`src/inc/sync_ramp_pkg.sv`:
```
// Contract
// - two-bit code shifts sync sampling point
// - on target: sync fall meets clock fall
// - bit clear: offset changes ramp gradually
// - output phase unchanged externally during calibration
package sync_ramp_pkg;
    // ****************************************
    // register map (word index, byte = 4*idx)
    // ****************************************
    localparam logic [7:0] SYNC_PHASE_IDX   = 8'h7B;
    localparam logic [7:0] RAMP_CTRL_IDX    = 8'h7C;
    localparam logic [7:0] OFFSET_LO_IDX    = 8'h70;
    localparam logic [7:0] OFFSET_HI_IDX    = 8'h71;
    localparam logic [7:0] STATUS_IDX       = 8'h7E;
    localparam logic [7:0] SYNC_PHASE_RST   = 8'h00;
    localparam logic [7:0] RAMP_CTRL_RST    = 8'h2B;
    localparam int         CAL_START_BIT    = 7;
    localparam int         PHASE_LSB        = 0;
    // ****************************************
    // timing: one ramp step per interval
    // ****************************************
    localparam int         CLK_MHZ          = 40;
    localparam int         RAMP_STEP_NS     = 100;
    localparam int         RAMP_STEP_CYC    = (RAMP_STEP_NS * CLK_MHZ + 999) / 1000;
    localparam logic [15:0] RAMP_INC        = 16'h0001;
    localparam int         DIV_RST_CYC      = 4;

    typedef enum { CAL_IDLE, CAL_ZERO, CAL_DIVRST, CAL_RAMP, CAL_DONE } cal_state_t;

    typedef struct packed {
        logic        holdover;
        logic        div_reset;
        logic [15:0] phase_offset;
    } phase_ctrl_t;
endpackage : sync_ramp_pkg

```
`src/sync_phase_ctrl.sv`:
```
// Register access over Avalon-MM is this design's own decision.
`timescale 1ns/10ps
module sync_phase_ctrl
    import sync_ramp_pkg::*;
(
    input  wire logic        ref_clk,
    input  wire logic        rst_n,
    input  wire logic [9:0]  avs_address,
    input  wire logic        avs_read,
    input  wire logic        avs_write,
    input  wire logic [31:0] avs_writedata,
    input  wire logic [3:0]  avs_byteenable,
    output logic      [31:0] avs_readdata,
    output logic             avs_waitrequest,
    output logic      [1:0]  avs_response,
    input  wire logic        sync_in,
    output logic             sync_sampled,
    output phase_ctrl_t      phase_ctrl
);
    // ****************************************
    // register state
    // ****************************************
    logic [7:0]  phase_cfg_q, phase_cfg_d;
    logic [7:0]  ramp_ctrl_q, ramp_ctrl_d;
    logic [15:0] offset_q, offset_d;
    logic [31:0] rdata_q, rdata_d;
    logic [1:0]  resp_q, resp_d;
    logic        ack_q, ack_d;
    cal_state_t  cal_q, cal_d;
    logic [2:0]  div_cnt_q, div_cnt_d;
    logic        hold_q, hold_d;
    logic        divrst_q, divrst_d;
    logic [15:0] ramp_tgt;
    logic [15:0] ramp_cur;
    logic        ramp_settled;
    logic [15:0] out_q;
    logic        samp_q, rise_q, fall_q, early_q, late1_q;
    logic        hold_lvl_q;
    logic        req;

    function automatic logic hit(input logic [9:0] a, input logic [7:0] idx);
        hit = (a[9:2] == idx) && (a[1:0] == 2'b00);
    endfunction : hit

    assign req  = (avs_read | avs_write) & ~ack_q;

    // ****************************************
    // avalon slave and registers
    // ****************************************
    // one wait cycle, then ack; answer is ready when waitrequest drops
    always_comb begin
        phase_cfg_d = phase_cfg_q;
        ramp_ctrl_d = ramp_ctrl_q;
        offset_d    = offset_q;
        rdata_d     = 32'h0000_0000;
        resp_d      = 2'b00;
        ack_d       = req;
        // end of sequence drops the start bit; a write in the same cycle still wins
        if (cal_d == CAL_IDLE && cal_q == CAL_DONE)
            ramp_ctrl_d[CAL_START_BIT] = 1'b0;
        if (req && avs_write && avs_byteenable[0]) begin
            if (hit(avs_address, SYNC_PHASE_IDX)) phase_cfg_d = avs_writedata[7:0];
            else if (hit(avs_address, RAMP_CTRL_IDX)) begin
                ramp_ctrl_d = avs_writedata[7:0];
                // a running sequence cannot be cancelled by a write of zero
                if (cal_q != CAL_IDLE && cal_q != CAL_DONE)
                    ramp_ctrl_d[CAL_START_BIT] = 1'b1;
            end
            else if (hit(avs_address, OFFSET_LO_IDX)) offset_d[7:0]  = avs_writedata[7:0];
            else if (hit(avs_address, OFFSET_HI_IDX)) offset_d[15:8] = avs_writedata[7:0];
        end
        if (req) begin
            if (hit(avs_address, SYNC_PHASE_IDX)) rdata_d[7:0] = phase_cfg_q;
            else if (hit(avs_address, RAMP_CTRL_IDX)) rdata_d[7:0] = ramp_ctrl_q;
            else if (hit(avs_address, OFFSET_LO_IDX)) rdata_d[7:0] = offset_q[7:0];
            else if (hit(avs_address, OFFSET_HI_IDX)) rdata_d[7:0] = offset_q[15:8];
            else if (hit(avs_address, STATUS_IDX))
                rdata_d = {13'h0000, ramp_settled, hold_q, divrst_q, ramp_cur};
            else resp_d = 2'b10;                 // slave error for unmapped words
        end
    end

    always_ff @(posedge ref_clk) begin
        if (!rst_n) begin
            phase_cfg_q <= SYNC_PHASE_RST;
            ramp_ctrl_q <= RAMP_CTRL_RST;
            offset_q    <= 16'h0000;
            rdata_q     <= 32'h0000_0000;
            resp_q      <= 2'b00;
            ack_q       <= 1'b0;
        end else begin
            phase_cfg_q <= phase_cfg_d;
            ramp_ctrl_q <= ramp_ctrl_d;
            offset_q    <= offset_d;
            rdata_q     <= rdata_d;
            resp_q      <= resp_d;
            ack_q       <= ack_d;
        end
    end

    // ****************************************
    // calibration sequencer
    // ****************************************
    always_comb begin
        cal_d     = cal_q;
        div_cnt_d = div_cnt_q;
        hold_d    = hold_q;
        divrst_d  = 1'b0;
        case (cal_q)
            CAL_IDLE: if (ramp_ctrl_q[CAL_START_BIT]) begin
                hold_d = 1'b1;
                cal_d  = CAL_ZERO;
            end
            CAL_ZERO: if (ramp_settled) begin
                cal_d     = CAL_DIVRST;
                div_cnt_d = 3'(DIV_RST_CYC);
            end
            CAL_DIVRST: begin
                divrst_d  = 1'b1;
                div_cnt_d = div_cnt_q - 3'h1;
                if (div_cnt_q == 3'h1) cal_d = CAL_RAMP;
            end
            CAL_RAMP: if (ramp_settled) cal_d = CAL_DONE;
            CAL_DONE: begin
                hold_d = 1'b0;
                cal_d  = CAL_IDLE;
            end
            default: cal_d = CAL_IDLE;
        endcase
    end

    always_ff @(posedge ref_clk) begin
        if (!rst_n) begin
            cal_q     <= CAL_IDLE;
            div_cnt_q <= 3'h0;
            hold_q    <= 1'b0;
            divrst_q  <= 1'b0;
        end else begin
            cal_q     <= cal_d;
            div_cnt_q <= div_cnt_d;
            hold_q    <= hold_d;
            divrst_q  <= divrst_d;
        end
    end

    // ramp target: zero during the first leg, programmed value otherwise
    assign ramp_tgt = (cal_q == CAL_ZERO) ? 16'h0000 : offset_q;

    offset_ramper u_ramper (
        .ref_clk (ref_clk),
        .rst_n   (rst_n),
        .target  (ramp_tgt),
        .current (ramp_cur),
        .settled (ramp_settled)
    );

    // ****************************************
    // outputs and sync sampling
    // ****************************************
    // visible offset frozen while held, so the internal dip stays hidden
    always_ff @(posedge ref_clk) begin
        if (!rst_n) begin
            out_q      <= 16'h0000;
            hold_lvl_q <= 1'b0;
        end else begin
            hold_lvl_q <= hold_q;
            if (!hold_q) out_q <= ramp_cur;
        end
    end

    // rise and fall samples give the half interval positions
    always_ff @(negedge ref_clk) begin
        if (!rst_n) fall_q <= 1'b0;
        else        fall_q <= sync_in;
    end

    always_ff @(posedge ref_clk) begin
        if (!rst_n) begin
            rise_q  <= 1'b0;
            early_q <= 1'b0;
            late1_q <= 1'b0;
            samp_q  <= 1'b0;
        end else begin
            rise_q  <= sync_in;
            early_q <= rise_q;
            late1_q <= fall_q;
            // output grid is fixed: a later sample point means a shorter path
            case (phase_cfg_q[PHASE_LSB +: 2])
                2'b00:   samp_q <= late1_q;
                2'b01:   samp_q <= early_q;
                2'b10:   samp_q <= fall_q;
                2'b11:   samp_q <= rise_q;
                default: samp_q <= late1_q;
            endcase
        end
    end

    assign avs_readdata        = rdata_q;
    assign avs_response        = resp_q;
    assign avs_waitrequest     = ~ack_q;
    assign sync_sampled        = samp_q;
    assign phase_ctrl          = '{holdover: hold_lvl_q, div_reset: divrst_q, phase_offset: out_q};
endmodule : sync_phase_ctrl

```
`src/offset_ramper.sv`:
```
`timescale 1ns/10ps
// steps current offset toward target by one increment per tick
module offset_ramper
    import sync_ramp_pkg::*;
(
    input  wire logic        ref_clk,
    input  wire logic        rst_n,
    input  wire logic [15:0] target,
    output logic      [15:0] current,
    output logic             settled
);
    logic [15:0] cur_q, cur_d;
    logic [7:0]  tick_q, tick_d;

    // ****************************************
    // ramp stepping
    // ****************************************
    always_comb begin
        cur_d  = cur_q;
        tick_d = tick_q + 8'h01;
        if (tick_q == 8'(RAMP_STEP_CYC - 1)) begin
            tick_d = 8'h00;
            // signed step so wrap is never taken as a jump
            if ($signed(target - cur_q) > 0) cur_d = cur_q + RAMP_INC;
            else if (target != cur_q) cur_d = cur_q - RAMP_INC;
        end
    end

    always_ff @(posedge ref_clk) begin
        if (!rst_n) begin
            cur_q  <= 16'h0000;
            tick_q <= 8'h00;
        end else begin
            cur_q  <= cur_d;
            tick_q <= tick_d;
        end
    end

    assign current = cur_q;
    assign settled = (cur_q == target);
endmodule : offset_ramper

```
`config.mk`:
```
export PLATFORM = sky130hd
export DESIGN_NAME = sync_phase_ctrl
export DESIGN_NICKNAME = d
export VERILOG_FILES = /design/src/inc/sync_ramp_pkg.sv /design/src/sync_phase_ctrl.sv /design/src/offset_ramper.sv
export SDC_FILE = /design/constraint.sdc
export NUM_CORES = 1
export LEC_CHECK = 0
export BUFFER_PORTS_ARGS = -buffer_cell sky130_fd_sc_hd__buf_2
export CORE_MARGIN = 1
export CORE_UTILIZATION = 24
export DETAILED_ROUTE_END_ITERATION = 6
export HOLD_SLACK_MARGIN = 0.12
export SETUP_SLACK_MARGIN = 0.5
export SYNTH_ARGS = -nofsm -noshare
export SYNTH_HDL_FRONTEND = slang
export SYNTH_SLANG_ARGS = --single-unit
```
`constraint.sdc`:
```
create_clock -name ref_clk -period 8.16 [get_ports ref_clk]
set_clock_uncertainty 0.15 [all_clocks]
set_input_delay 1.632 -clock ref_clk [delete_from_list [all_inputs] [get_ports ref_clk]]
set_output_delay 1.632 -clock ref_clk [all_outputs]
set_load 0.005 [all_outputs]
```
## After elaboration in Yosys (flattened, before gate mapping)

Index checks and enable logic that the tools add are counted.

| storage, ports and cells | value |
|---|---|
| word-level logic and storage cells | 113 |
| output and inout port bits | 54 |
| input port bits | 51 |
| flip-flop bits (word level) | 150 |

| operators by class | value |
|---|---|
| reductions and logical operators | 28 |
| muxes and demuxes | 26 |
| bitwise operators | 9 |
| add/sub/neg operators | 5 |
| order comparisons | 1 |
| equal/unequal tests | 21 |

Operators by type and width:

| kind | count |
|---|---|
| $mux W32 | 4 |
| $pmux W32 S4 | 1 |
| $eq A32 B2 Y1 const B | 3 |
| $logic_not A32 Y1 | 2 |
| $mux W8 | 8 |
| $mux W16 | 3 |
| $eq A8 B7 Y1 const B | 5 |
| $eq A32 B1 Y1 const B | 1 |
| $eq A32 B3 Y1 const B | 1 |
| $eq A32 B4 Y1 const B | 1 |
| $ne A32 B4 Y1 const B | 1 |
| $reduce_bool A32 Y1 | 1 |
| $add A16 B1 Y16 const B | 1 |
| $eq A16 B16 Y1 | 1 |
| $gt A16 B1 Y1 const B | 1 |
| $ne A16 B16 Y1 | 1 |
| $sub A16 B1 Y16 const B | 1 |
| $sub A16 B16 Y16 | 1 |
| $reduce_and A2 Y1 | 5 |
| $logic_and A1 B1 Y1 | 9 |
| $add A8 B1 Y8 const B | 1 |
| $eq A8 B2 Y1 const B | 1 |
| $not A1 Y1 | 7 |
| $reduce_or A7 Y1 | 1 |
| other kinds (20) | 29 |

## Logic depth before layout (Yosys ltp)

| logic depth | value |
|---|---|
| word-level depth | 11 |
| gate-level depth with buffers | 27 |
| depth with buffers taken out | 26 |

## By module

A second synthesis with hierarchy kept.

| unflattened totals | value |
|---|---|
| cells, all modules | 763 |
| area total of the unflattened synthesis | 6,827.8 µm² |

Modules (own cells, without submodules):

| module | seq. area each (µm²) | times used | area each (µm²) | cells each |
|---|---|---|---|---|
| sync_phase_ctrl | 2,242.2 | 1 | 4,171.5 | 419 |
| offset_ramper | 480.5 | 1 | 2,656.3 | 344 |

==> metrics <==
leading cell type in the layout, fill and taps excluded=sky130_fd_sc_hd__dfxtp_1; utilization after layout=between 20 and 30%; cell area after placement=7080 um2; flop2flop setup slack=between 1 and 1.5 ns; predominant post-synthesis flop cell=sky130_fd_sc_hd__dfxtp_1; drt first pass iters=5; Critical Path Start Type=flip-flop; delay of the slowest cell on the worst path=roughly 0.45 ns; Worst Hold Path Cells=2; Hold Startpoint=phase_cfg_q[6]; register area share after synthesis=between 40 and 50%; Yosys reg bits=~140; result of the run=finished clean; slowest cell on the critical path=sky130_fd_sc_hd__nand3b_1; critical path data arrival time=slightly above 7 ns; synthesis-to-finish area growth=20.9%; dominant combinational cell family by area after synthesis=simple AND/OR/NAND/NOR gates; final sum of negative setup slack=0 ns; peak fanout along the critical path=17; fraction of final layout cells sized beyond drive strength 1=14.9%; count of hold-fix buffers inserted at cts=0; buffers added on ports=between 60 and 70; final critical-path share of the clock period=85.2%; wire length of the first global-routing pass=approximately 25000 um; average detailed-routed wire length per instance=between 10 and 15 um; Worst-path clk slew=about 0.070 ns; overall die area=27200 um2; mean instance size in the synthesized netlist=approximately 9 um2; Post-route DRC=0; timing-limited maximum frequency=144 MHz; top library cells by usage in the layout, fill and taps aside=sky130_fd_sc_hd__dfxtp_1, sky130_fd_sc_hd__nor2_1, sky130_fd_sc_hd__buf_2, sky130_fd_sc_hd__a21oi_1, sky130_fd_sc_hd__nand2_1; count of buffering cells on the critical path with inverters included=0; shortest period the worst path allows=between 6 and 7 ns; critical path type=reg -> reg; placeable core region=26100 um2; basic-gate share of the synthesized area counting and, or, nand and nor cells=a little under a fifth; Hold Path Class=reg -> reg; clock tree from TritonCTS=built; most area-consuming cells after synthesis=sky130_fd_sc_hd__dfxtp_1, sky130_fd_sc_hd__ha_1, sky130_fd_sc_hd__mux2i_1, sky130_fd_sc_hd__a21oi_1, sky130_fd_sc_hd__nor2_1; number of setup violations in the final report=0; dpl hpwl=about 11000 um; R2R Path End=u_ramper.current[15]; worst skew pair latency=about 0.46 ns; routed via count divided by cell count=around 4.6; hold violation total from the final report=0; number of global-route vias before repair=between 4000 and 5000; number of flops mapped to enable cells by yosys=0; number of vias after detailed routing=between 5000 and 6000; async set-or-reset flop fraction in the synthesized netlist=0%; complex-gate fraction of the synthesized area=between 10 and 15%; mux contribution to synthesized area=under 10%; relative max-transition margin=23.4%; warnings from Yosys=0; kind of end point of the critical path=flip-flop; count of mapped cells out of synthesis=just over 700; clock buffers created by TritonCTS=17; Clock Tree Buf Depth=2; unrepaired setup endpoints after global routing=no; slew at the pin with the worst max-slew slack=roughly 1.1 ns; fraction of the mapped netlist area in adder cells=roughly 7%; Max Cap Violations=0; final wirelength=between 15000 and 20000 um; number of I/O pins=about 110; Die H=~160 um; required time of the critical path=roughly 8.4 ns; cell type with the largest total area after synthesis=sky130_fd_sc_hd__dfxtp_1; total number of H-tree levels=4; Worst Reg-to-Reg Cells=25; routability-driven placement congestion ratio=~0.84; end point of the most critical hold path=avs_readdata[6]; number of placement rows=between 50 and 60; number of inserted filler cells in the final layout=between 2000 and 3000; Clock Root Buffer=sky130_fd_sc_hd__clkbuf_16; Syn Std Cell Area=between 6000 and 7000 um2; source of the worst register-to-register timing path=cal_q[25]; post-route ant nets=0; Final Cell Area=about 7700 um2; iteration-0 DRC count of the detailed router=between 300 and 400; share of the synthesized area in the top cell type=a little over two fifths; cell total after placement=between 1000 and 1500; Final Non-Filler Cells=1146; remaining global-route overflow=0; clock sink count=136; dominant delay contributor by cell family on the critical path=compound AO/OA/AOI/OAI gates; maximum number of pins on one net before global-route repair=63; # nets final=about 880; Unique masters post-synth=a little under 60; initial core utilization=24.5%; fin. max-slew vios=0; antenna violations before repair=3; DIE WIDTH=165 um; all-layer global routing usage=between 10% and 20%; xor and xnor fraction of the mapped netlist area=3.44%
cell families after synthesis:
family | Yosys count
AND/OR/NAND/NOR | 242
flip-flops | 136
XOR/XNOR | 25
other | 1
adder cells (fa/ha/maj) | 35
multiplexers | 44
AO/OA/AOI/OAI | 151
buffers and inverters | 74
layer usage:
metal / wire length (um) / vias up / global-route usage [%]
li1: - / 2645 / -
met1: 7900 / 2415 / 16.8
met2: 6750 / 131 / 17.4
met3: 904 / 27 / 3.26
met4: 375 / 2 / 5.21
met5: 8 / - / 0
state kept, by name, summed over array words and instances, names as in the netlist:
register / cells
ramp_ctrl_q: 8
out_q: 16
u_ramper.current: 16
u_ramper.tick_q: 8
div_cnt_q: 3
late1_q: 1
avs_response: 1
sync_sampled: 1
early_q: 1
phase_cfg_q: 8
hold_lvl_q: 1
fall_q: 1
rise_q: 1
cal_q: 32
divrst_q: 1
avs_readdata: 19
hold_q: 1
offset_q: 16
ack_q: 1
worst max-delay path by stage:
| stage | from | to | slack [ns] | cells after the start |
|---|---|---|---|---|
| 6_report | cal_q[25] | u_ramper.current[15] | 1.21 | 25 |
| 5_1_grt | cal_q[9] | u_ramper.current[14] | 0.53 | 24 |
| 4_1_cts | cal_q[11] | u_ramper.current[15] | 0.98 | 25 |
| 3_5_place_dp | cal_q[25] | u_ramper.current[15] | 1.03 | 25 |
| 3_3_place_gp | cal_q[25] | u_ramper.current[15] | 1.07 | 25 |
| 2_1_floorplan | rst_n | fall_q | 1.57 | 3 |
worst register-to-register path: stages (launching register included):
cell and delay, ns:
sky130_fd_sc_hd__dfxtp_1 0.30, sky130_fd_sc_hd__nor4_1 0.31, sky130_fd_sc_hd__nand4_1 0.25, sky130_fd_sc_hd__nor3_1 0.28, sky130_fd_sc_hd__nand3b_1 0.45, sky130_fd_sc_hd__and2_1 0.38
sky130_fd_sc_hd__ha_1 0.36, sky130_fd_sc_hd__o21a_1 0.21, sky130_fd_sc_hd__nor2_1 0.11, sky130_fd_sc_hd__xnor2_1 0.09, sky130_fd_sc_hd__a2111oi_0 0.39, sky130_fd_sc_hd__o311ai_0 0.23
sky130_fd_sc_hd__a2111oi_2 0.42, sky130_fd_sc_hd__o2111ai_1 0.26, sky130_fd_sc_hd__nand2_2 0.37, sky130_fd_sc_hd__ha_1 0.31, sky130_fd_sc_hd__a21o_1 0.19, sky130_fd_sc_hd__a211oi_1 0.29
sky130_fd_sc_hd__o211ai_1 0.15, sky130_fd_sc_hd__a31oi_1 0.34, sky130_fd_sc_hd__o211ai_1 0.21, sky130_fd_sc_hd__a21oi_1 0.18, sky130_fd_sc_hd__o21bai_1 0.10, sky130_fd_sc_hd__a21o_1 0.17
sky130_fd_sc_hd__a211oi_2 0.23, sky130_fd_sc_hd__mux2i_1 0.19
cell type report:
cell class / count / area, um2 / area share, %
multi-input cells: 540 / 3470 / 45.0
well taps: 335 / 419 / 5.44
diodes: 1 / 2.50 / 0.0325
flip-flops and latches: 136 / 2720 / 35.3
clock inverters: 15 / 169 / 2.19
repair buffers: 67 / 345 / 4.48
inverters: 34 / 128 / 1.66
clock buffers: 18 / 450 / 5.85
Yosys cell counts (18+ instances only):
library cell and n:
sky130_fd_sc_hd__a21oi_1 62, sky130_fd_sc_hd__and2_1 24, sky130_fd_sc_hd__and3_1 18, sky130_fd_sc_hd__clkbuf_1 19, sky130_fd_sc_hd__dfxtp_1 136, sky130_fd_sc_hd__ha_1 34, sky130_fd_sc_hd__inv_1 34, sky130_fd_sc_hd__mux2i_1 33
sky130_fd_sc_hd__nand2_1 45, sky130_fd_sc_hd__nand3_1 38, sky130_fd_sc_hd__nor2_1 65, sky130_fd_sc_hd__o21ai_0 27
per-stage QoR:
step           hold slack [ns]  setup slack [ns]
2_1_floorplan            0.274              1.57
3_3_place_gp             0.287              1.07
3_5_place_dp             0.291              1.03
5_1_grt                  0.322             0.534
4_1_cts                  0.305             0.984
6_report                 0.306              1.21
what timing repair did:
| action | 4_1_cts | 5_1_grt |
|---|---|---|
| resized for setup | 0 | 1 |
| buffers inserted | 0 | 0 |
| endpoints found under the hold margin | 0 | 0 |
| setup endpoints to repair | 0 | 3 |
Power is not shown: default switching activity piles up to over one toggle a cycle in this logic, so the estimate is an artifact.
